===== src/rtl/amp_fault_pkg.sv =====
// Constants, register map and carrier types for the amplifier fault supervisor.
// Assumes one 10 MHz clock and a plain register port with one-cycle read data.
// Functional notes
// - Hall code 000 or 111 is illegal at 120 degrees
// - Status query takes selector 0..3, eight bits
// - Selector 0 reports supply, current, temperature faults
// - Selector 1 reports Hall error per axis
// - Selector 2 reports continuous current exceeded
// - Selector 3 reports emergency power cut
// - Status reads never alter fault state
// - Handled fault diverts thread zero to handler
// - Raw Hall states readable separately
// - Hall error disables amplifier when off-on-error set
// - Under-voltage disables, recovers automatically
// - Under-voltage at power-up triggers handler
// - Over-voltage disables, hysteresis 92 to 90 volts
// - Over-voltage never latches nor calls handler
// - Axis pair over-current disables amplifier
// - Over-current recovery needs servo-here or reset
// - Over-current shutdown ignores off-on-error and handler
// - Over-temperature disables and triggers handler
// - Over-temperature recovery needs servo-here or reset
// - Power cut forces motor-off; motor-off then servo-here
// - Brush or external axes skip Hall checking
package amp_fault_pkg;
    // Register byte offsets
    localparam logic [7:0] OFS_QUERY0 = 8'h00; // Supply, current, temperature
    localparam logic [7:0] OFS_QUERY1 = 8'h04; // Hall errors per axis
    localparam logic [7:0] OFS_QUERY2 = 8'h08; // Continuous current exceeded
    localparam logic [7:0] OFS_QUERY3 = 8'h0c; // Emergency power cut
    localparam logic [7:0] OFS_HALL_STATE = 8'h10; // Raw Hall inputs
    localparam logic [7:0] OFS_CONFIG = 8'h14; // Configuration
    localparam logic [7:0] OFS_COMMAND = 8'h18; // Write-only commands
    localparam logic [7:0] OFS_STATUS = 8'h1c; // Enable and handler state
    // Configuration field positions
    localparam int CFG_OE_LSB = 0; // Off-on-error, one bit per axis
    localparam int CFG_BRUSH_LSB = 4; // Brush axis select, one bit per axis
    localparam int CFG_PHASE120 = 8; // 120 degree Hall phasing
    localparam int CFG_HANDLER = 9; // Handler label present
    localparam int CFG_THREAD0 = 10; // Program running in thread zero
    localparam int CFG_W = 11;
    localparam logic [10:0] CFG_RESET = 11'h100; // 120 degree phasing, rest off
    // Command bit positions
    localparam int CMD_SERVO_HERE = 0;
    localparam int CMD_MOTOR_OFF = 1;
    localparam int CMD_RESET = 2;
    localparam int CMD_HANDLER_ACK = 3;
    // Selector 0 bit positions
    localparam int Q0_UNDER_VOLT = 0;
    localparam int Q0_OVER_VOLT = 1;
    localparam int Q0_OC_PAIR0 = 2;
    localparam int Q0_OC_PAIR1 = 3;
    localparam int Q0_OVER_TEMP = 4;
    // Selector 3 value from the power cut until its recovery completes
    localparam logic [7:0] Q3_CUT_VALUE = 8'h03;
    // Hall codes that cannot occur with 120 degree phasing
    localparam logic [2:0] HALL_ALL_LOW = 3'h0;
    localparam logic [2:0] HALL_ALL_HIGH = 3'h7;

    // Fault inputs travelling together through the synchroniser
    typedef struct packed {
        logic [11:0] hall; // Three Hall lines per axis, axis 0 lowest
        logic under_volt; // Supply below 18 V
        logic ov_above; // Supply above 92 V
        logic ov_below; // Supply below 90 V
        logic [1:0] over_current; // Pair current above 20 A
        logic over_temp; // Heat sink above 80 C
        logic [3:0] cont_exceed; // Continuous current setting exceeded
        logic power_cut; // Emergency power cut input
    } fault_in_t;

    // Power cut recovery states
    typedef enum logic [1:0] {
        CUT_IDLE = 2'b00,
        CUT_TRIPPED = 2'b01,
        CUT_MO_SEEN = 2'b10
    } cut_state_t;
endpackage : amp_fault_pkg


===== src/rtl/fault_sync.sv =====
// Two-flop synchroniser for the fault input bundle.
// Assumes inputs come from pins outside the clock domain.
`timescale 1ns/1ps
`default_nettype none
module fault_sync
    import amp_fault_pkg::*;
(
    input wire logic sys_clk,
    input wire logic arst_n,
    input wire fault_in_t raw,
    output fault_in_t synced
);
    fault_in_t stage1; // First stage, read only by the second
    fault_in_t next_stage1; // Next first stage
    fault_in_t next_synced; // Next second stage

    // Shift one stage per clock
    always_comb begin
        next_stage1 = raw;
        next_synced = stage1;
    end

    // Stage registers, cleared at reset
    always_ff @(posedge sys_clk or negedge arst_n) begin
        if (!arst_n) begin
            stage1 <= '0;
            synced <= '0;
        end else begin
            stage1 <= next_stage1;
            synced <= next_synced;
        end
    end
endmodule : fault_sync
`default_nettype wire


===== src/rtl/amp_fault_monitor.sv =====
// Amplifier fault supervisor: latches faults, gates the amplifier enable,
// requests the fault handler and serves the status query registers.
// Assumes fault flags arrive as asynchronous pin levels from analog comparators.
`timescale 1ns/1ps
`default_nettype none
module amp_fault_monitor
    import amp_fault_pkg::*;
(
    input wire logic sys_clk,
    input wire logic arst_n,
    input wire logic [7:0] addr,
    input wire logic [31:0] wdata,
    input wire logic wr,
    input wire logic rd,
    output logic [31:0] rdata,
    input wire logic [11:0] hall_in,
    input wire logic under_volt_in,
    input wire logic over_volt_hi_in,
    input wire logic over_volt_lo_in,
    input wire logic [1:0] over_current_in,
    input wire logic over_temp_in,
    input wire logic [3:0] cont_exceed_in,
    input wire logic emergency_power_cut_input,
    output logic amp_enable,
    output logic amp_fault_handler
);
    // Illegal Hall code check for one axis
    function automatic logic hall_illegal(input logic [2:0] code);
        hall_illegal = (code == HALL_ALL_LOW) || (code == HALL_ALL_HIGH);
    endfunction : hall_illegal

    fault_in_t raw; // Pin bundle
    fault_in_t s; // Synchronised bundle

    // Gather pins into the carrier
    always_comb begin
        raw.hall = hall_in;
        raw.under_volt = under_volt_in;
        raw.ov_above = over_volt_hi_in;
        raw.ov_below = over_volt_lo_in;
        raw.over_current = over_current_in;
        raw.over_temp = over_temp_in;
        raw.cont_exceed = cont_exceed_in;
        raw.power_cut = emergency_power_cut_input;
    end

    // Two flops before any logic sees the pins
    fault_sync u_sync (
        .sys_clk(sys_clk),
        .arst_n(arst_n),
        .raw(raw),
        .synced(s)
    );

    // Register file state
    logic [CFG_W-1:0] cfg; // Configuration word
    logic [CFG_W-1:0] next_cfg;
    logic [31:0] next_rdata;
    // Fault state
    logic [3:0] hall_err; // Sticky Hall error per axis
    logic [3:0] next_hall_err;
    logic ov; // Over-voltage with hysteresis
    logic next_ov;
    logic [1:0] oc_l; // Latched over-current per pair
    logic [1:0] next_oc_l;
    logic ot_l; // Latched over-temperature
    logic next_ot_l;
    logic uv_q; // Under-voltage one cycle ago
    cut_state_t cut; // Power cut recovery state
    cut_state_t next_cut;
    logic servo_on; // Servo requested by host
    logic next_servo_on;
    logic next_amp_enable;
    logic next_handler;
    // Decoded strobes and derived terms
    logic servo_here, motor_off, rst_cmd, ack; // Command pulses
    logic [3:0] hall_now; // Illegal code this cycle
    logic [1:0] warm; // Fills with ones once the synchroniser holds real pin samples
    logic [1:0] next_warm;
    logic hall_off; // Hall error with off-on-error
    logic trig; // Handled fault event
    logic [7:0] q0; // Selector 0 word

    // Command decode, one-cycle pulses from the write strobe
    always_comb begin
        servo_here = wr && (addr == OFS_COMMAND) && wdata[CMD_SERVO_HERE];
        motor_off = wr && (addr == OFS_COMMAND) && wdata[CMD_MOTOR_OFF];
        rst_cmd = wr && (addr == OFS_COMMAND) && wdata[CMD_RESET];
        ack = wr && (addr == OFS_COMMAND) && wdata[CMD_HANDLER_ACK];
    end

    // Configuration write
    always_comb begin
        next_cfg = cfg;
        if (wr && (addr == OFS_CONFIG)) begin
            next_cfg = wdata[CFG_W-1:0];
        end
    end

    // Hall checking per axis
    always_comb begin
        // Synchroniser resets to code 000, which would look illegal
        next_warm = {warm[0], 1'b1};
        for (int i = 0; i < 4; i++) begin
            // Brush or external axes are not checked
            hall_now[i] = hall_illegal(s.hall[3*i +: 3]) && cfg[CFG_PHASE120] && warm[1]
                && !cfg[CFG_BRUSH_LSB + i];
        end
        hall_off = |(hall_err & cfg[CFG_OE_LSB +: 4]);
    end

    // Fault latches; a new fault wins over a clearing command
    always_comb begin
        // Sticky Hall errors cleared by servo-here or reset
        next_hall_err = hall_now | (hall_err & {4{!(servo_here || rst_cmd)}});
        // Hysteresis: set above 92 V, clear below 90 V
        next_ov = ov;
        if (s.ov_above) begin
            next_ov = 1'b1;
        end else if (s.ov_below) begin
            next_ov = 1'b0;
        end
        // Over-current holds until it ends and servo-here or reset
        for (int p = 0; p < 2; p++) begin
            next_oc_l[p] = s.over_current[p] || (oc_l[p] && !servo_here && !rst_cmd);
        end
        // Over-temperature holds until it drops and servo-here or reset
        next_ot_l = s.over_temp || (ot_l && !servo_here && !rst_cmd);
    end

    // Power cut recovery sequence
    always_comb begin
        next_cut = cut;
        case (cut)
            CUT_IDLE: begin
                if (s.power_cut) begin
                    next_cut = CUT_TRIPPED;
                end
            end
            CUT_TRIPPED: begin
                if (s.power_cut) begin
                    next_cut = CUT_TRIPPED;
                end else if (rst_cmd) begin
                    next_cut = CUT_IDLE;
                end else if (motor_off) begin
                    next_cut = CUT_MO_SEEN;
                end
            end
            CUT_MO_SEEN: begin
                if (s.power_cut) begin
                    next_cut = CUT_TRIPPED;
                end else if (servo_here || rst_cmd) begin
                    next_cut = CUT_IDLE;
                end
            end
            default: begin
                next_cut = CUT_TRIPPED;
            end
        endcase
    end

    // Servo request and amplifier enable
    always_comb begin
        next_servo_on = servo_on;
        if (s.power_cut || (cut == CUT_TRIPPED) || rst_cmd || motor_off) begin
            next_servo_on = 1'b0;
        end else if (servo_here) begin
            next_servo_on = 1'b1;
        end
        // Every disabling condition gates the enable
        next_amp_enable = servo_on && !s.under_volt
            && !ov
            && !(|oc_l)
            && !ot_l
            && (cut == CUT_IDLE)
            && !hall_off;
    end

    // Handler request on handled faults; over-voltage and over-current excluded
    always_comb begin
        trig = (|(hall_now & ~hall_err))
            || (s.under_volt && !uv_q)
            || (s.over_temp && !ot_l)
            || (s.power_cut && (cut != CUT_TRIPPED));
        // New request wins over acknowledge
        next_handler = (trig && cfg[CFG_HANDLER] && cfg[CFG_THREAD0])
            || (amp_fault_handler && !ack);
    end

    // Selector words and read mux; reading changes nothing
    always_comb begin
        q0 = '0;
        q0[Q0_UNDER_VOLT] = s.under_volt;
        q0[Q0_OVER_VOLT] = ov;
        q0[Q0_OC_PAIR0] = oc_l[0];
        q0[Q0_OC_PAIR1] = oc_l[1];
        q0[Q0_OVER_TEMP] = ot_l;
        next_rdata = 32'h0000_0000;
        if (rd) begin
            case (addr)
                OFS_QUERY0: next_rdata = {24'h00_0000, q0};
                OFS_QUERY1: next_rdata = {28'h000_0000, hall_err};
                OFS_QUERY2: next_rdata = {28'h000_0000, s.cont_exceed};
                OFS_QUERY3: next_rdata = {24'h00_0000,
                    (cut != CUT_IDLE) ? Q3_CUT_VALUE : 8'h00};
                OFS_HALL_STATE: next_rdata = {20'h0_0000, s.hall};
                OFS_CONFIG: next_rdata = {21'h00_0000, cfg};
                OFS_STATUS: next_rdata = {29'h0000_0000, servo_on,
                    amp_fault_handler, amp_enable};
                default: next_rdata = 32'h0000_0000;
            endcase
        end
    end

    // State registers
    always_ff @(posedge sys_clk or negedge arst_n) begin
        if (!arst_n) begin
            cfg <= CFG_RESET;
            rdata <= 32'h0000_0000;
            hall_err <= 4'h0;
            ov <= 1'b0;
            oc_l <= 2'h0;
            ot_l <= 1'b0;
            uv_q <= 1'b0;
            warm <= 2'b00;
            cut <= CUT_IDLE;
            servo_on <= 1'b0;
            amp_enable <= 1'b0;
            amp_fault_handler <= 1'b0;
        end else begin
            cfg <= next_cfg;
            rdata <= next_rdata;
            hall_err <= next_hall_err;
            ov <= next_ov;
            oc_l <= next_oc_l;
            ot_l <= next_ot_l;
            uv_q <= s.under_volt;
            warm <= next_warm;
            cut <= next_cut;
            servo_on <= next_servo_on;
            amp_enable <= next_amp_enable;
            amp_fault_handler <= next_handler;
        end
    end
endmodule : amp_fault_monitor
`default_nettype wire


===== config.mk =====
export PLATFORM = sky130hd
export DESIGN_NAME = amp_fault_monitor
export DESIGN_NICKNAME = d
export VERILOG_FILES = /design/src/rtl/amp_fault_pkg.sv /design/src/rtl/fault_sync.sv /design/src/rtl/amp_fault_monitor.sv
export SDC_FILE = /design/constraint.sdc
export NUM_CORES = 1
export LEC_CHECK = 0
export BUFFER_PORTS_ARGS = -buffer_cell sky130_fd_sc_hd__buf_2
export CAP_MARGIN = 20
export CORE_MARGIN = 10
export CORE_UTILIZATION = 51
export DETAILED_ROUTE_END_ITERATION = 7
export PLACE_DENSITY = 0.86
export RECOVER_POWER = 25
export SYNTH_ARGS = -nofsm -noshare
export SYNTH_HDL_FRONTEND = slang
export SYNTH_SLANG_ARGS = --single-unit

===== constraint.sdc =====
create_clock -name sys_clk -period 1.65 [get_ports sys_clk]
set_input_delay 0.165 -clock sys_clk [delete_from_list [all_inputs] [get_ports sys_clk]]
set_output_delay 0.165 -clock sys_clk [all_outputs]
set_load 0.005 [all_outputs]

; Yosys cells after proc, flatten, opt, wreduce, memory -nomap -nowiden
; Cells that the tools add are included.
[word_totals]
ff_bits = 105
in_bits = 67
out_inout_bits = 34
word_cells = 142
[op_classes]
n_eq_ne = 17
mux = 14
bitwise = 5
n_reduce_logical = 78
[op_table]
columns = operator, count
row1 = 12-bit one-hot mux with 7 select lines, 1
row2 = 1-bit logical AND, 36
row3 = 8-bit by 5-bit == test with 1-bit output (second input constant), 4
row4 = 8-bit by 4-bit == test with 1-bit output (second input constant), 2
row5 = 1-bit logical OR, 15
row6 = 1-bit zero test, 14
row7 = 2-bit two-way mux, 7
row8 = 4-bit bitwise AND, 3
row9 = 3-bit == test (second input constant), 4
row10 = 3-bit zero test, 4
row11 = 12-bit two-way mux, 1
row12 = 8-bit by 3-bit == test with 1-bit output (second input constant), 1
row13 = 8-bit zero test, 1
row14 = 4-bit OR reduction, 2
row15 = 2-bit one-hot mux with 3 select lines, 1
row16 = 2-bit nonzero test, 3
row17 = 1-bit two-way mux, 4
row18 = 2-bit by 1-bit != test with 1-bit output (second input constant), 2
row19 = 4-bit by 3-bit != test with 1-bit output (second input constant), 1
row20 = 4-bit NOT, 1
row21 = 4-bit bitwise OR, 1
row22 = 3-bit by 2-bit != test with 1-bit output (second input constant), 1
row23 = 3-bit AND reduction, 1
row24 = 2-bit by 1-bit == test with 1-bit output (second input constant), 1
row25 = 3 further kinds, 3

; Longest topological paths before layout
; Gate-level depths: netlist of run 1.
[logic_depth]
word_depth = 13
ltp_mapped = 6
mapped_depth_nobuf = 6

; Hierarchy
; Synthesis of run 1 repeated with hierarchy kept, for this count alone.
[hier_totals]
hier_cells = 244
area_unflattened_um2 = 3359.5
[modules_own_cells]
columns = module, instances, cells_each, area_each_um2, seq_area_each_um2
row1 = amp_fault_monitor, 1, 198, 2208.4, 977.2
row2 = fault_sync, 1, 46, 1151.1, 1151.1

; Least setup slack after synthesis of run 1
; OpenSTA, ideal clock, no wires.
[synth_timing]
path_kind = input-to-reg
from = in addr[5]
to = reg cfg[10]
setup_ns = 0.125
arrival_time_ns = 1.812
required_time_ns = 1.525
slack_ns = -0.287
stages = 6
path_buffers = 2
cell_sequence = or4_4 > buf_6 > nor4b_4 > nand2_2 > buf_6 > mux2_4
[synth_between]
elab_chain_len = 2
[synth_rtl]
columns = item, line
row1 = start: declaration, amp_fault_monitor.sv:11  ; input wire logic [7:0] addr,
row2 = 8-bit by 5-bit == test with 1-bit output, amp_fault_monitor.sv:95  ; if (wr && (addr == OFS_CONFIG)) begin
row3 = 1-bit logical AND, amp_fault_monitor.sv:95
row4 = end signal: assignment, amp_fault_monitor.sv:231  ; cfg <= next_cfg;
row5 = end: declaration, amp_fault_monitor.sv:56  ; logic [CFG_W-1:0] cfg;
; Every way passes these cells.
; A chain may end at the register's enable or synchronous reset.

; Worst setup path in the final report of run 1
[layout_timing]
from = reg u_sync.synced[16] (netlist name)
to = reg amp_fault_handler
[layout_between]
elab_chain_len = 13
word_cells_on_any_way = 14
cone_classes = eq/ne (1) / bitwise (1) / reduce/logical (12)
[layout_rtl]
columns = item, line
row1 = start: declaration, fault_sync.sv:11  ; output fault_in_t synced
row2 = start signal: assignment, fault_sync.sv:30  ; synced <= next_synced;
row3 = 3-bit == test / 3-bit zero test (equally long branches), amp_fault_monitor.sv:29  ; hall_illegal = (code == HALL_ALL_LOW) || (code == HALL_ALL_HIGH);
row4 = 1-bit logical OR (*), amp_fault_monitor.sv:29
row5 = 1-bit logical AND (*) (2 in a row), amp_fault_monitor.sv:106  ; hall_now[i] = hall_illegal(s.hall[3*i +: 3]) && cfg[CFG_PHASE120] && warm[1]
row6 = 1-bit logical AND (*), amp_fault_monitor.sv:107  ; && !cfg[CFG_BRUSH_LSB + i];
row7 = 4-bit bitwise AND (*), amp_fault_monitor.sv:181  ; trig = (|(hall_now & ~hall_err))
row8 = 4-bit OR reduction (*), amp_fault_monitor.sv:181
row9 = 1-bit logical OR (*), amp_fault_monitor.sv:182  ; || (s.under_volt && !uv_q)
row10 = 1-bit logical OR (*), amp_fault_monitor.sv:183  ; || (s.over_temp && !ot_l)
row11 = 1-bit logical OR (*), amp_fault_monitor.sv:184  ; || (s.power_cut && (cut != CUT_TRIPPED));
row12 = 1-bit logical AND (*) (2 in a row), amp_fault_monitor.sv:186  ; next_handler = (trig && cfg[CFG_HANDLER] && cfg[CFG_THREAD0])
row13 = 1-bit logical OR (*), amp_fault_monitor.sv:187  ; || (amp_fault_handler && !ack);
row14 = net next_handler, amp_fault_monitor.sv:74  ; logic next_handler;
row15 = end signal: assignment, amp_fault_monitor.sv:242  ; amp_fault_handler <= next_handler;
row16 = end: declaration, amp_fault_monitor.sv:25  ; output logic amp_fault_handler
; Mark *: on every way through the listed nets, which the timed path passes. The rest lies on a longest branch.

==> qor.log, run 1 <==
INFO  place          dp_hpwl=5.31mm
INFO  clock_network  clk_path_buf_depth=2
INFO  setup_path     critical_path.max_fanout=3
INFO  clock_network  clkSlewWorstSetupHoldPaths=80ps
INFO  clock_network  numClockSinks=85
INFO  power_and_ir_drop switching_share=24.5%
INFO  sta            final.period_utilization=99.0%
INFO  clock_network  cts-buffers-inserted=9
INFO  clock_network  htreeDepth=3
INFO  cells_and_area finish.utilization=66.9%
INFO  synth          cell_type_with_the_largest_total_area_after_synthesis=sky130_fd_sc_hd__dfrtp_1
INFO  grt            track_usage=14.5%
INFO  sta            maxSlewHeadroom=51.8%
INFO  place          gp_congestion=0.901
INFO  flow_run       maxCapViolCount=0
INFO  cells_and_area design.final.nets=426
INFO  detailed_routing detailroute.via_count=2,350
INFO  power_and_ir_drop power=4110uW
INFO  detailed_routing routedWlPerCell=17.2um
INFO  detailed_routing dr.pass1.iters=5
INFO  grt            gr-total-overflow=0
INFO  cells_and_area final-seq-area=0.00213mm2
INFO  grt            grt_pass1_wl=11.8mm
INFO  place          dpl-instance-area=0.00379mm2
INFO  sta            setup_viol_count_final=0
INFO  synth          most_used_standard_cell_by_instance_count_after_synthesis=sky130_fd_sc_hd__dfrtp_1
INFO  synth          syn_avg_cell_area=13.2um2
INFO  setup_path     r2r.worst_path.cells=4
INFO  cells_and_area layout.cells.non_filler=437
INFO  synth          syn_inst=256
INFO  setup_path     worst-endpoint-arrival=1910ps
INFO  floorplanning  die_w=101um
INFO  synth          synth.yosys.warnings=0
INFO  synth          postSynthRegisterBits=85
INFO  grt            grt_pass1_vias=2,399
INFO  place          numPlacedInstances=398
INFO  cells_and_area diodes=0
INFO  detailed_routing initialDrtViolationCount=218
INFO  grt            grt_antenna_before_repair=0
INFO  setup_path     critical_path_required=1930ps
INFO  floorplanning  initial_utilization=52.9%
INFO  clock_network  clk_latency=340ps
INFO  synth          yosys.cell_types.count=50
INFO  power_and_ir_drop power.static_leakage=0.00207uW
INFO  clock_network  cts_tree=built
INFO  synth          mappedNetlistArea=0.00338mm2
INFO  setup_path     setup.worst_path.end_class=register
INFO  detailed_routing drc=0
INFO  power_and_ir_drop switchingPower=1010uW
INFO  floorplanning  dieArea=0.0103mm2
INFO  run_status     outcome=finished, final reports clean
INFO  synth          synth.area.top_cells=sky130_fd_sc_hd__dfrtp_1, sky130_fd_sc_hd__buf_4, sky130_fd_sc_hd__mux2_4, sky130_fd_sc_hd__mux2i_1, sky130_fd_sc_hd__a21o_1
INFO  grt            grt_start_max_net_pins=55
INFO  power_and_ir_drop worst_vdd_drop=0.639mV
INFO  synth          synth-edff-count=0
INFO  setup_path     ff2ff_setup_slack=20ps
INFO  setup_path     crit_path_end=amp_fault_handler
INFO  floorplanning  placementRows=29
INFO  cells_and_area post_route_cells_drive_above_1_share=31.9%
INFO  min_path       worstHoldPathType=primary input to register
INFO  synth          synth-main-ff-cell=sky130_fd_sc_hd__dfrtp_1
INFO  floorplanning  die_h=101um
INFO  sta            tightestPinTransition=724ps
INFO  cells_and_area fillers=454
INFO  synth          synth-async-reset-ratio=100%
INFO  cells_and_area multi_input_comb_area=0.00115mm2
INFO  cells_and_area cell_area_after_layout=0.00427mm2
INFO  setup_path     rr_startpoint=u_sync.synced[16]
INFO  power_and_ir_drop p_clk_share=32.5%
INFO  setup_path     critical_path.reg2reg.endpoint=amp_fault_handler
INFO  synth          synth_top_area_share=62.2%
INFO  place          buffer_ports.inserted=59
INFO  sta            timing_hold_violations_final=0
INFO  synth          synth_seq_area_share=63.0%
INFO  power_and_ir_drop power.combinational.fraction=12.3%
INFO  power_and_ir_drop intPower=3110uW
INFO  detailed_routing drt.antenna.violating_nets=0
INFO  floorplanning  core_region_area=0.00639mm2
INFO  sta            fmax=0.612GHz
INFO  cells_and_area area_growth=26.4%
INFO  clock_network  cts_root_buf=sky130_fd_sc_hd__clkbuf_8
INFO  floorplanning  design.portCount=101
INFO  power_and_ir_drop pwr_density_cell=963mW/mm2
INFO  synth          synth.cells.most_frequent=sky130_fd_sc_hd__dfrtp_1, sky130_fd_sc_hd__buf_4, sky130_fd_sc_hd__nor2_1
INFO  setup_path     critical_path.startpoint_type=register
INFO  setup_path     critPathKind=register to register
INFO  setup_path     critical_path.startpoint=u_sync.synced[16]
INFO  sta            clock-skew-final=8.33ps
INFO  sta            period_minus_slack=1630ps
INFO  sta            maxSlewViolCount=0
INFO  power_and_ir_drop seq_power_share=55.3%
INFO  detailed_routing postRouteWirelength=7.51mm
INFO  detailed_routing detail_route.vias_per_cell=5.38
sequential cells by signal (all words and copies together), names as in the netlist:
| register | count |
|---|---|
| rdata | 12 |
| cfg | 11 |
| u_sync.synced | 23 |
| u_sync.next_synced | 23 |
| amp_fault_handler | 1 |
| servo_on | 1 |
| hall_err | 4 |
| warm | 2 |
| amp_enable | 1 |
| oc_l | 2 |
| ov | 1 |
| ot_l | 1 |
| cut | 2 |
| uv_q | 1 |
how the worst min path moves through the flow:
stage	slack, ps	startpoint	depth (start not counted)	end
after floorplan	-130	arst_n	0	amp_enable
final	50	wdata[9]	2	cfg[9]
after global routing	40	wdata[7]	2	cfg[7]
after detailed placement	20	arst_n	1	rdata[6]
after CTS	20	wdata[7]	2	cfg[7]
after global placement	20	arst_n	1	rdata[6]
kinds of logic (layout without fill, tap and decap cells):
family | count (synthesis) | count (layout) | share of synthesized area, %
other | 2 | 21 | 0.222
flip-flops | 85 | 85 | 63.0
multiplexers | 21 | 21 | 8.11
adder cells (fa/ha/maj) | 3 | 3 | 1.11
AND/OR/NAND/NOR | 59 | 59 | 9.70
AO/OA/AOI/OAI | 49 | 49 | 11.0
buffers and inverters | 37 | 122 | 6.85
critical path, stage by stage, from the launching register on:
cell and delay [ps]:
sky130_fd_sc_hd__dfrtp_1 420, sky130_fd_sc_hd__or3_4 440, sky130_fd_sc_hd__a2111oi_4 390, sky130_fd_sc_hd__o311ai_0 190, sky130_fd_sc_hd__nand3_1 130
power by group through the flow:
| stage | Clock, uW | Combinational (uW) | Sequential, uW |
|---|---|---|---|
| after floorplan | 0 | 283 | 2280 |
| final | 1340 | 505 | 2270 |
| after global routing | 1460 | 559 | 2280 |
| after CTS | 1380 | 495 | 2260 |
| after global placement | 0 | 434 | 2290 |
| after detailed placement | 0 | 447 | 2300 |
cells in the final DEF (no fill, tap or decap), drive strengths merged, types with 3 or more instances in the layout:
cell type and count:
nand2b 4, a211oi 4, conb 21, or4 3
dlygate4sd3 24, a22oi 7, mux2i 9, dfrtp 84
clkbuf 13, nor2b 3, nand3 10, or3 4
ha 3, nor4 3, o21ai 4, mux2 11
a21oi 3, a2111oi 4, nor2 15, nand2 9
o2bb2ai 4, inv 8, buf 75, a21o 9
per-layer routing:
| metal | up-vias | global-route usage (%) | routed length (um) |
|---|---|---|---|
| li1 | 1077 | - | - |
| met5 | - | 0 | 0 |
| met1 | 1107 | 18.4 | 3020 |
| met2 | 134 | 21.9 | 3610 |
| met3 | 32 | 5.45 | 673 |
| met4 | 0 | 6.00 | 208 |
stage by stage:
| stage | setup TNS (ps) | worst slack (ps) | hold slack [ps] |
|---|---|---|---|
| after floorplan | -3820 | -246 | -131 |
| after global placement | -3830 | -204 | 17.4 |
| after detailed placement | -5060 | -255 | 19.6 |
| after CTS | 0 | 29.4 | 24.8 |
| after global routing | -38.3 | -38.3 | 38.4 |
| final | 0 | 16.2 | 51.9 |
what timing repair did:
action | in CTS | in global routing
hold buffers | 24 | 0
gates resized for setup | 4 | 9
buffers inserted | 0 | 0
hold endpoints to repair | 107 | 0
pin swaps | 0 | 1
endpoints found under the setup margin | 1 | 2
cloned | 0 | 0
layout make-up:
type                            count  share of cell area [%]
Clock inverter                      3                   0.439
Tap cell                           77                    2.26
Inverter                            7                   0.615
Sequential cell                    85                    49.8
Timing Repair Buffer              100                    16.1
Multi-Input combinational cell    153                    26.9
Clock buffer                       12                    3.87
Note: power is estimated with default switching activity, not from simulation.
==> inputs of run 2 (changes only) <==
--- a/config.mk
+++ b/config.mk
@@ -15,3 +15,4 @@
 export SYNTH_ARGS = -nofsm -noshare
 export SYNTH_HDL_FRONTEND = slang
+export SYNTH_HIERARCHICAL = 1
 export SYNTH_SLANG_ARGS = --single-unit
==> constraint.sdc (replaced) <==
create_clock -name sys_clk -period 1.65 [get_ports sys_clk]
set_input_delay 0.165 -clock sys_clk [delete_from_list [all_inputs] [get_ports sys_clk]]
set_output_delay 0.165 -clock sys_clk [all_outputs]
set_load 0.05 [all_outputs]
==> qor.log, run 2 <==
INFO  run_status     outcome=finished, final reports clean [unchanged]
INFO  synth          syn_inst=244 [was 256]
INFO  floorplanning  dieArea=0.0102mm2 [was 0.0103 mm2]
INFO  setup_path     r2r.worst_path.cells=4 [unchanged]
INFO  clock_network  cts_root_buf=sky130_fd_sc_hd__clkbuf_8 [unchanged]
INFO  sta            period_minus_slack=1580ps [was 1630 ps]
INFO  clock_network  clkSlewWorstSetupHoldPaths=90ps [was 80 ps]
INFO  cells_and_area layout.cells.non_filler=432 [was 437]
INFO  cells_and_area fillers=446 [was 454]
INFO  setup_path     cp_cell_sequence=or3_1 > a2111oi_4 > o311ai_0 > nand3_1 [was or3_4 > a2111oi_4 > o311ai_0 > nand3_1]
INFO  synth          mappedNetlistArea=0.00336mm2 [was 0.00338 mm2]
INFO  power_and_ir_drop pwr_density_cell=1020mW/mm2 [was 963 mW/mm2]
INFO  setup_path     critical_path.max_stage_delay=440ps [about the same]
INFO  clock_network  cts-buffers-inserted=9 [unchanged]
INFO  cells_and_area final_common_cell=sky130_fd_sc_hd__dfrtp_1 [unchanged]
INFO  place          numPlacedInstances=389 [was 398]
INFO  place          gp_congestion=0.846 [was 0.901]
INFO  sta            clock-skew-final=13.4ps [was 8.33 ps]
INFO  floorplanning  core_region_area=0.00639mm2 [unchanged]
INFO  synth          cell_type_with_the_largest_total_area_after_synthesis=sky130_fd_sc_hd__dfrtp_1 [unchanged]
INFO  detailed_routing initialDrtViolationCount=152 [was 218]
INFO  synth          yosys.cell_types.count=48 [was 50]
INFO  synth          synth-main-ff-cell=sky130_fd_sc_hd__dfrtp_1 [unchanged]
INFO  floorplanning  design.portCount=101 [unchanged]
INFO  synth          syn_avg_cell_area=13.8um2 [was 13.2 um2]
INFO  power_and_ir_drop p_clk_share=31.1% [was 32.5%]
INFO  cells_and_area design.final.nets=420 [was 426]
INFO  setup_path     worst-endpoint-arrival=1880ps [was 1910 ps]
INFO  power_and_ir_drop switching_share=27.6% [was 24.5%]
INFO  synth          synth.cells.most_frequent=sky130_fd_sc_hd__dfrtp_1, sky130_fd_sc_hd__buf_4, sky130_fd_sc_hd__nor2_1 [unchanged]
INFO  clock_network  clk_path_buf_depth=2 [unchanged]
INFO  detailed_routing detail_route.vias_per_cell=5.19 [was 5.38]
INFO  grt            gr-total-overflow=0 [unchanged]
INFO  synth          postSynthRegisterBits=85 [unchanged]
INFO  power_and_ir_drop power=4370uW [was 4110 uW]
INFO  grt            track_usage=14.4% [was 14.5%]
INFO  clock_network  numClockSinks=85 [unchanged]
INFO  sta            maxSlewViolCount=0 [unchanged]
INFO  sta            setup_viol_count_final=0 [unchanged]
INFO  detailed_routing drc=0 [unchanged]
INFO  cells_and_area cell_area_after_layout=0.00429mm2 [was 0.00427 mm2]
INFO  grt            grt_antenna_before_repair=0 [unchanged]
INFO  detailed_routing routedWlPerCell=16.3um [was 17.2 um]
INFO  cells_and_area mostFrequentLayoutCells=sky130_fd_sc_hd__dfrtp_1, sky130_fd_sc_hd__buf_2, sky130_fd_sc_hd__dlygate4sd3_1, sky130_fd_sc_hd__conb_1, sky130_fd_sc_hd__buf_4 [was sky130_fd_sc_hd__dfrtp_1, sky130_fd_sc_hd__buf_2, sky130_fd_sc_hd__dlygate4sd3_1, sky130_fd_sc_hd__conb_1]
INFO  synth          synth-async-reset-ratio=100% [unchanged]
INFO  setup_path     critical_path_required=1940ps [was 1930 ps]
INFO  clock_network  htreeDepth=3 [unchanged]
INFO  cells_and_area diodes=0 [unchanged]
INFO  sta            grt_setup_unrepaired=true
INFO  setup_path     critPathKind=register to register [unchanged]
INFO  synth          most_used_standard_cell_by_instance_count_after_synthesis=sky130_fd_sc_hd__dfrtp_1 [unchanged]
INFO  sta            timing_hold_violations_final=0 [unchanged]
INFO  setup_path     critical-path-top-delay-family=compound AO/OA/AOI/OAI gates [unchanged]
INFO  synth          synth.area.top_cells=sky130_fd_sc_hd__dfrtp_1, sky130_fd_sc_hd__buf_4, sky130_fd_sc_hd__mux2_4, sky130_fd_sc_hd__mux2i_1, sky130_fd_sc_hd__a211oi_1 [was sky130_fd_sc_hd__dfrtp_1, sky130_fd_sc_hd__buf_4, sky130_fd_sc_hd__mux2_4, sky130_fd_sc_hd__mux2i_1, sky130_fd_sc_hd__a21o_1]
INFO  min_path       worstHoldPathType=primary input to register [unchanged]
INFO  place          dp_hpwl=5.18mm [was 5.31 mm]
INFO  power_and_ir_drop switchingPower=1200uW [was 1010 uW]
INFO  sta            final.period_utilization=96.0% [was 99.0%]
INFO  power_and_ir_drop seq_power_share=52.2% [was 55.3%]
INFO  grt            grt_start_max_net_pins=40 [was 55]
INFO  grt            grt_pass1_vias=2,441 [was 2,399]
INFO  cells_and_area finish.utilization=67.2% [was 66.9%]
INFO  power_and_ir_drop power.static_leakage=0.00207uW [about the same]
INFO  detailed_routing detailroute.via_count=2,242 [was 2,350]
INFO  setup_path     cpMaxStageDelayCell=sky130_fd_sc_hd__or3_1 [was sky130_fd_sc_hd__or3_4]
INFO  clock_network  clk_latency=350ps [was 340 ps]
INFO  floorplanning  placementRows=29 [unchanged]
INFO  synth          synth_seq_area_share=63.4% [was 63.0%]
INFO  synth          synth-edff-count=0 [unchanged]
INFO  sta            hold_ws=29.6ps [was 51.9 ps]
INFO  detailed_routing postRouteWirelength=7.04mm [was 7.51 mm]
INFO  power_and_ir_drop intPower=3160uW [was 3110 uW]
INFO  floorplanning  die_h=101um [about the same]
INFO  synth          synth_top_area_share=62.6% [was 62.2%]
INFO  sta            fmax=0.631GHz [was 0.612 GHz]
INFO  setup_path     critical_path.max_fanout=2 [was 3]
INFO  power_and_ir_drop worst_vdd_drop=0.661mV [was 0.639 mV]
INFO  detailed_routing drt.antenna.violating_nets=0 [unchanged]
INFO  flow_run       maxCapViolCount=0 [unchanged]
INFO  clock_network  cts_tree=built [unchanged]
INFO  power_and_ir_drop power.combinational.fraction=16.6% [was 12.3%]
INFO  setup_path     wp_buf_inv=0 [unchanged]
INFO  min_path       min_path_cells=2 [unchanged]
INFO  floorplanning  initial_utilization=52.6% [was 52.9%]
INFO  setup_path     setup.worst_path.end_class=register [unchanged]
INFO  setup_path     critical_path.startpoint_type=register [unchanged]
INFO  cells_and_area post_route_cells_drive_above_1_share=35.2% [was 31.9%]
INFO  synth          synth.yosys.warnings=6 [was 0]
INFO  setup_path     worstSetupPathDepth=4 [unchanged]
INFO  floorplanning  die_w=101um [about the same]
INFO  place          buffer_ports.inserted=59 [unchanged]
INFO  cells_and_area area_growth=27.7% [was 26.4%]
INFO  place          dpl-instance-area=0.00377mm2 [was 0.00379 mm2]
INFO  detailed_routing dr.pass1.iters=4 [was 5]
INFO  grt            grt_pass1_wl=11.7mm [was 11.8 mm]
[run 2: changes by cell type in the layout (fill, tap and decap cells not counted), sizes merged, moves of 3 or more]
cell and delta:
nand3 -3, nand2 -4, mux2 +4, a211oi +3
o2bb2ai -4
[run 2: kinds of logic after synthesis]
| logic type | count (synthesis) | synth area share (%) |
|---|---|---|
| other cells | 2 | 0.224 |
| mux | 27 | 10.5 |
| compound gates | 41 | 9.09 |
| buf+inv | 33 | 6.48 |
| fa+ha+maj | 3 | 1.12 |
| flops | 85 | 63.4 |
| simple gates | 53 | 9.27 |
[run 2: path summary, 6_finish.rpt]
check,start,endpoint,slack [ps]
setup / recovery,u_sync/synced[13],amp_fault_handler,70
hold / removal,wdata[10],cfg[10],30
setup reg to reg,u_sync/synced[13],amp_fault_handler,70
hold reg to reg,u_sync/next_synced[19],u_sync/synced[19],350
max in group asynchronous,arst_n,cfg[8],750
min in group asynchronous,arst_n,warm[0],310
[run 2: per-stage QoR]
stage / setup slack, ps / TNS [ps]
after global placement: -165 / -1690
after CTS: 11.6 / 0
after global routing: -56.5 / -66.1
after floorplan: 9.99 / 0
final: 65.6 / 0
after detailed placement: -197 / -2090
[run 2: worst reg2reg max path: cells and delay by family, from the launching register on]
family,cells,cell delay [ps]
AOI/OAI and AO/OA,2,590
and+or+nand+nor,2,560
DFF,1,380
[run 2: power by group through the flow]
| stage | Combinational, uW | Sequential, uW | Clock (uW) |
|---|---|---|---|
| floorplan | 418 | 2290 | 0 |
| global placement | 573 | 2300 | 0 |
| detailed placement | 600 | 2310 | 0 |
| CTS | 674 | 2270 | 1410 |
| global route | 796 | 2290 | 1500 |
| finish | 727 | 2280 | 1360 |
[run 2: final cells by class]
| class | instances | area, um2 | area share (%) |
|---|---|---|---|
| Timing Repair Buffer | 102 | 692 | 16.1 |
| Inverter | 7 | 26.3 | 0.613 |
| Tap cell | 77 | 96.3 | 2.25 |
| Clock buffer | 11 | 151 | 3.53 |
| Sequential cell | 85 | 2130 | 49.6 |
| Multi-Input combinational cell | 145 | 1150 | 26.9 |
| Clock inverter | 5 | 41.3 | 0.963 |
[run 2: repair_timing]
item / in CTS / in global routing
buffers inserted: 1 / 2
resized for setup: 7 / 10
hold endpoints to repair: 60 / 0
pin swaps: 1 / 1
hold buffers: 24 / 0
setup endpoints to repair: 2 / 4
[run 2: layer usage]
| layer | track usage, % | up-vias | part of all wire [%] |
|---|---|---|---|
| li1 | - | 1048 | - |
| met1 | 17.6 | 1072 | 42 |
| met2 | 22.3 | 108 | 48 |
| met3 | 4.63 | 14 | 8.0 |
| met4 | 7.72 | 0 | 1.8 |
| met5 | 0 | - | 0 |
==> inputs of run 3 (changes only) <==
CORE_MARGIN = 3   (was 10)
==> qor.log, run 3 (synthesis results as in run 2) <==
INFO  sta            maxSlewViolCount=0 [unchanged]
INFO  place          gp_congestion=0.853 [was 0.846]
INFO  setup_path     rr_startpoint=cut[0] [was u_sync/synced[13]]
INFO  grt            grt_antenna_before_repair=0 [unchanged]
INFO  min_path       hp-start=wdata[10] [unchanged]
INFO  floorplanning  die_w=87.2um [was 101 um]
INFO  setup_path     critical_path_required=1880ps [was 1940 ps]
INFO  sta            tightestPinTransition=535ps
INFO  power_and_ir_drop pwr_density_cell=1040mW/mm2 [was 1020 mW/mm2]
INFO  setup_path     critical_path.max_fanout=4 [was 2]
INFO  clock_network  clkSlewWorstSetupHoldPaths=80ps [was 90 ps]
INFO  cells_and_area design.final.nets=413 [was 420]
INFO  power_and_ir_drop worst_vdd_drop=0.649mV [was 0.661 mV]
INFO  setup_path     critical_path.startpoint_type=register [unchanged]
INFO  grt            grt_pass1_vias=2,182 [was 2,441]
INFO  detailed_routing detailroute.via_count=2,221 [was 2,242]
INFO  setup_path     cp_cell_sequence=inv_2 > ha_2 > nand2b_1 > a21oi_1 > o31ai_2 > mux2_4 [was or3_1 > a2111oi_4 > o311ai_0 > nand3_1]
INFO  detailed_routing drt.antenna.violating_nets=0 [unchanged]
INFO  setup_path     worst-endpoint-arrival=1850ps [was 1880 ps]
INFO  cells_and_area cell_area_after_layout=0.00422mm2 [was 0.00429 mm2]
INFO  cells_and_area post_route_cells_drive_above_1_share=34.5% [was 35.2%]
INFO  clock_network  cts-buffers-inserted=9 [unchanged]
INFO  run_status     outcome=finished, final reports clean [unchanged]
INFO  sta            clock-skew-final=9.68ps [was 13.4 ps]
INFO  detailed_routing dr.pass1.iters=4 [unchanged]
INFO  setup_path     cpMaxStageDelayCell=sky130_fd_sc_hd__dfrtp_1 [was sky130_fd_sc_hd__or3_1]
INFO  flow_run       maxCapViolCount=0 [unchanged]
INFO  setup_path     ff2ff_setup_slack=40ps [was 70 ps]
INFO  setup_path     critical-path-top-delay-family=compound AO/OA/AOI/OAI gates [unchanged]
INFO  detailed_routing initialDrtViolationCount=215 [was 152]
INFO  setup_path     r2r.worst_path.cells=6 [was 4]
INFO  clock_network  numClockSinks=85 [unchanged]
INFO  floorplanning  core_region_area=0.00613mm2 [was 0.00639 mm2]
INFO  detailed_routing detail_route.vias_per_cell=5.25 [was 5.19]
INFO  place          dpl-instance-area=0.00373mm2 [was 0.00377 mm2]
INFO  floorplanning  initial_utilization=54.8% [was 52.6%]
INFO  min_path       hold_crit_endpoint=cfg[10] [unchanged]
INFO  cells_and_area final-seq-area=0.00213mm2 [unchanged]
INFO  sta            fmax=0.620GHz [was 0.631 GHz]
INFO  place          dp_hpwl=4.53mm [was 5.18 mm]
INFO  grt            grt_pass1_wl=10.6mm [was 11.7 mm]
INFO  cells_and_area final_common_cell=sky130_fd_sc_hd__dfrtp_1 [unchanged]
INFO  power_and_ir_drop power=4390uW [was 4370 uW]
INFO  sta            hold_ws=44.1ps [was 29.6 ps]
INFO  cells_and_area fillers=424 [was 446]
INFO  detailed_routing drc=0 [unchanged]
INFO  floorplanning  design.portCount=101 [unchanged]
INFO  floorplanning  die_h=87.2um [was 101 um]
INFO  sta            timing_hold_violations_final=0 [unchanged]
INFO  grt            track_usage=18.3% [was 14.4%]
INFO  detailed_routing postRouteWirelength=6.38mm [was 7.04 mm]
INFO  min_path       worstHoldPathType=primary input to register [unchanged]
INFO  cells_and_area area_growth=25.7% [was 27.7%]
INFO  min_path       min_path_cells=2 [unchanged]
INFO  setup_path     setup.worst_path.end_class=register [unchanged]
INFO  grt            gr-total-overflow=0 [unchanged]
INFO  clock_network  clk_path_buf_depth=2 [unchanged]
INFO  setup_path     critPathKind=register to register [unchanged]
INFO  floorplanning  dieArea=0.00760mm2 [was 0.0102 mm2]
INFO  clock_network  htreeDepth=3 [unchanged]
INFO  clock_network  clk_latency=350ps [about the same]
INFO  clock_network  cts_root_buf=sky130_fd_sc_hd__clkbuf_8 [unchanged]
INFO  setup_path     critical_path.reg2reg.endpoint=cut[1] [was amp_fault_handler]
INFO  sta            maxSlewHeadroom=64.3%
INFO  sta            grt_setup_unrepaired=true [unchanged]
INFO  clock_network  post_cts_setup_buffers=0 [was 1]
INFO  clock_network  cts_tree=built [unchanged]
INFO  setup_path     critical_path.max_stage_delay=400ps [was 440 ps]
INFO  cells_and_area mostFrequentLayoutCells=sky130_fd_sc_hd__dfrtp_1, sky130_fd_sc_hd__buf_2, sky130_fd_sc_hd__dlygate4sd3_1, sky130_fd_sc_hd__conb_1, sky130_fd_sc_hd__nor2_1 [was sky130_fd_sc_hd__dfrtp_1, sky130_fd_sc_hd__buf_2, sky130_fd_sc_hd__dlygate4sd3_1, sky130_fd_sc_hd__conb_1, sky130_fd_sc_hd__buf_4]
INFO  setup_path     wp_buf_inv=1 [was 0]
INFO  detailed_routing routedWlPerCell=15.1um [was 16.3 um]
INFO  sta            period_minus_slack=1610ps [was 1580 ps]
INFO  floorplanning  placementRows=28 [was 29]
INFO  grt            grt_start_max_net_pins=44 [was 40]
INFO  sta            setup_viol_count_final=0 [unchanged]
INFO  place          buffer_ports.inserted=59 [unchanged]
INFO  power_and_ir_drop power.static_leakage=0.00202uW [was 0.00207 uW]
INFO  cells_and_area multi_input_comb_area=0.00114mm2 [was 0.00115 mm2]
INFO  sta            final.period_utilization=97.8% [was 96.0%]
INFO  cells_and_area diodes=0 [unchanged]
==> run 3: cell types whose count changed in the layout (fill, tap and decap cells not counted), moves of 2 or more <==
cell,before,now
sky130_fd_sc_hd__buf_4,19,12
sky130_fd_sc_hd__clkbuf_8,11,9
sky130_fd_sc_hd__inv_1,6,4
sky130_fd_sc_hd__inv_2,1,3
==> run 3: worst max-delay path by stage <==
| stage | endpoint | cells after the start | startpoint |
|---|---|---|---|
| 4_1_cts | amp_fault_handler | 4 | u_sync/synced[14] |
| 3_3_place_gp | cfg[10] | 5 | addr[1] |
| 2_1_floorplan | cfg[0] | 5 | addr[1] |
| 3_5_place_dp | cfg[10] | 5 | addr[1] |
| 5_1_grt | cut[1] | 6 | cut[1] |
| 6_report | cut[1] | 6 | cut[0] |
==> run 3: where the power goes <==
group	total (uW)	switching (uW)	internal, uW
Sequential	2280	88.4	2190
Clock	1430	722	713
Combinational	676	380	296
==> run 3: what timing repair did <==
item                                    in CTS  in global routing
pin swaps                                    0                  1
gates resized for setup                      1                 16
endpoints found under the setup margin       1                  4
hold buffers                                24                  0
hold endpoints to repair                    63                  0
==> run 3: final cells by class <==
cell class / instances / area share (%)
inverter: 7 / 0.622
multi-input combinational: 145 / 26.9
sequential: 85 / 50.4
clock inverter: 6 / 1.69
tap: 75 / 2.22
timing repair buffer: 95 / 15.2
clock buffer: 10 / 3.02
==> run 3: per-layer routing <==
metal	vias to the layer above	share of wire [%]	global-route usage [%]	wire [um]
met1	1086	43	25.0	2730
met4	0	1.3	6.28	83
met3	7	7.2	4.26	459
li1	1033	-	-	-
met2	95	49	29.1	3100
met5	-	0	0	0
==> run 3: metrics by stage <==
stage / instances / setup slack (ps) / utilization (%) / setup TNS (ps)
after global placement: 383 / -161 / 60.9 / -1580
after detailed placement: 383 / -176 / 60.9 / -1730
after global routing: 423 / -27.9 / 68.9 / -27.9
after CTS: 423 / 29.2 / 68.1 / 0
final: 423 / 36.3 / 68.9 / 0
after floorplan: 263 / 9.99 / - / 0
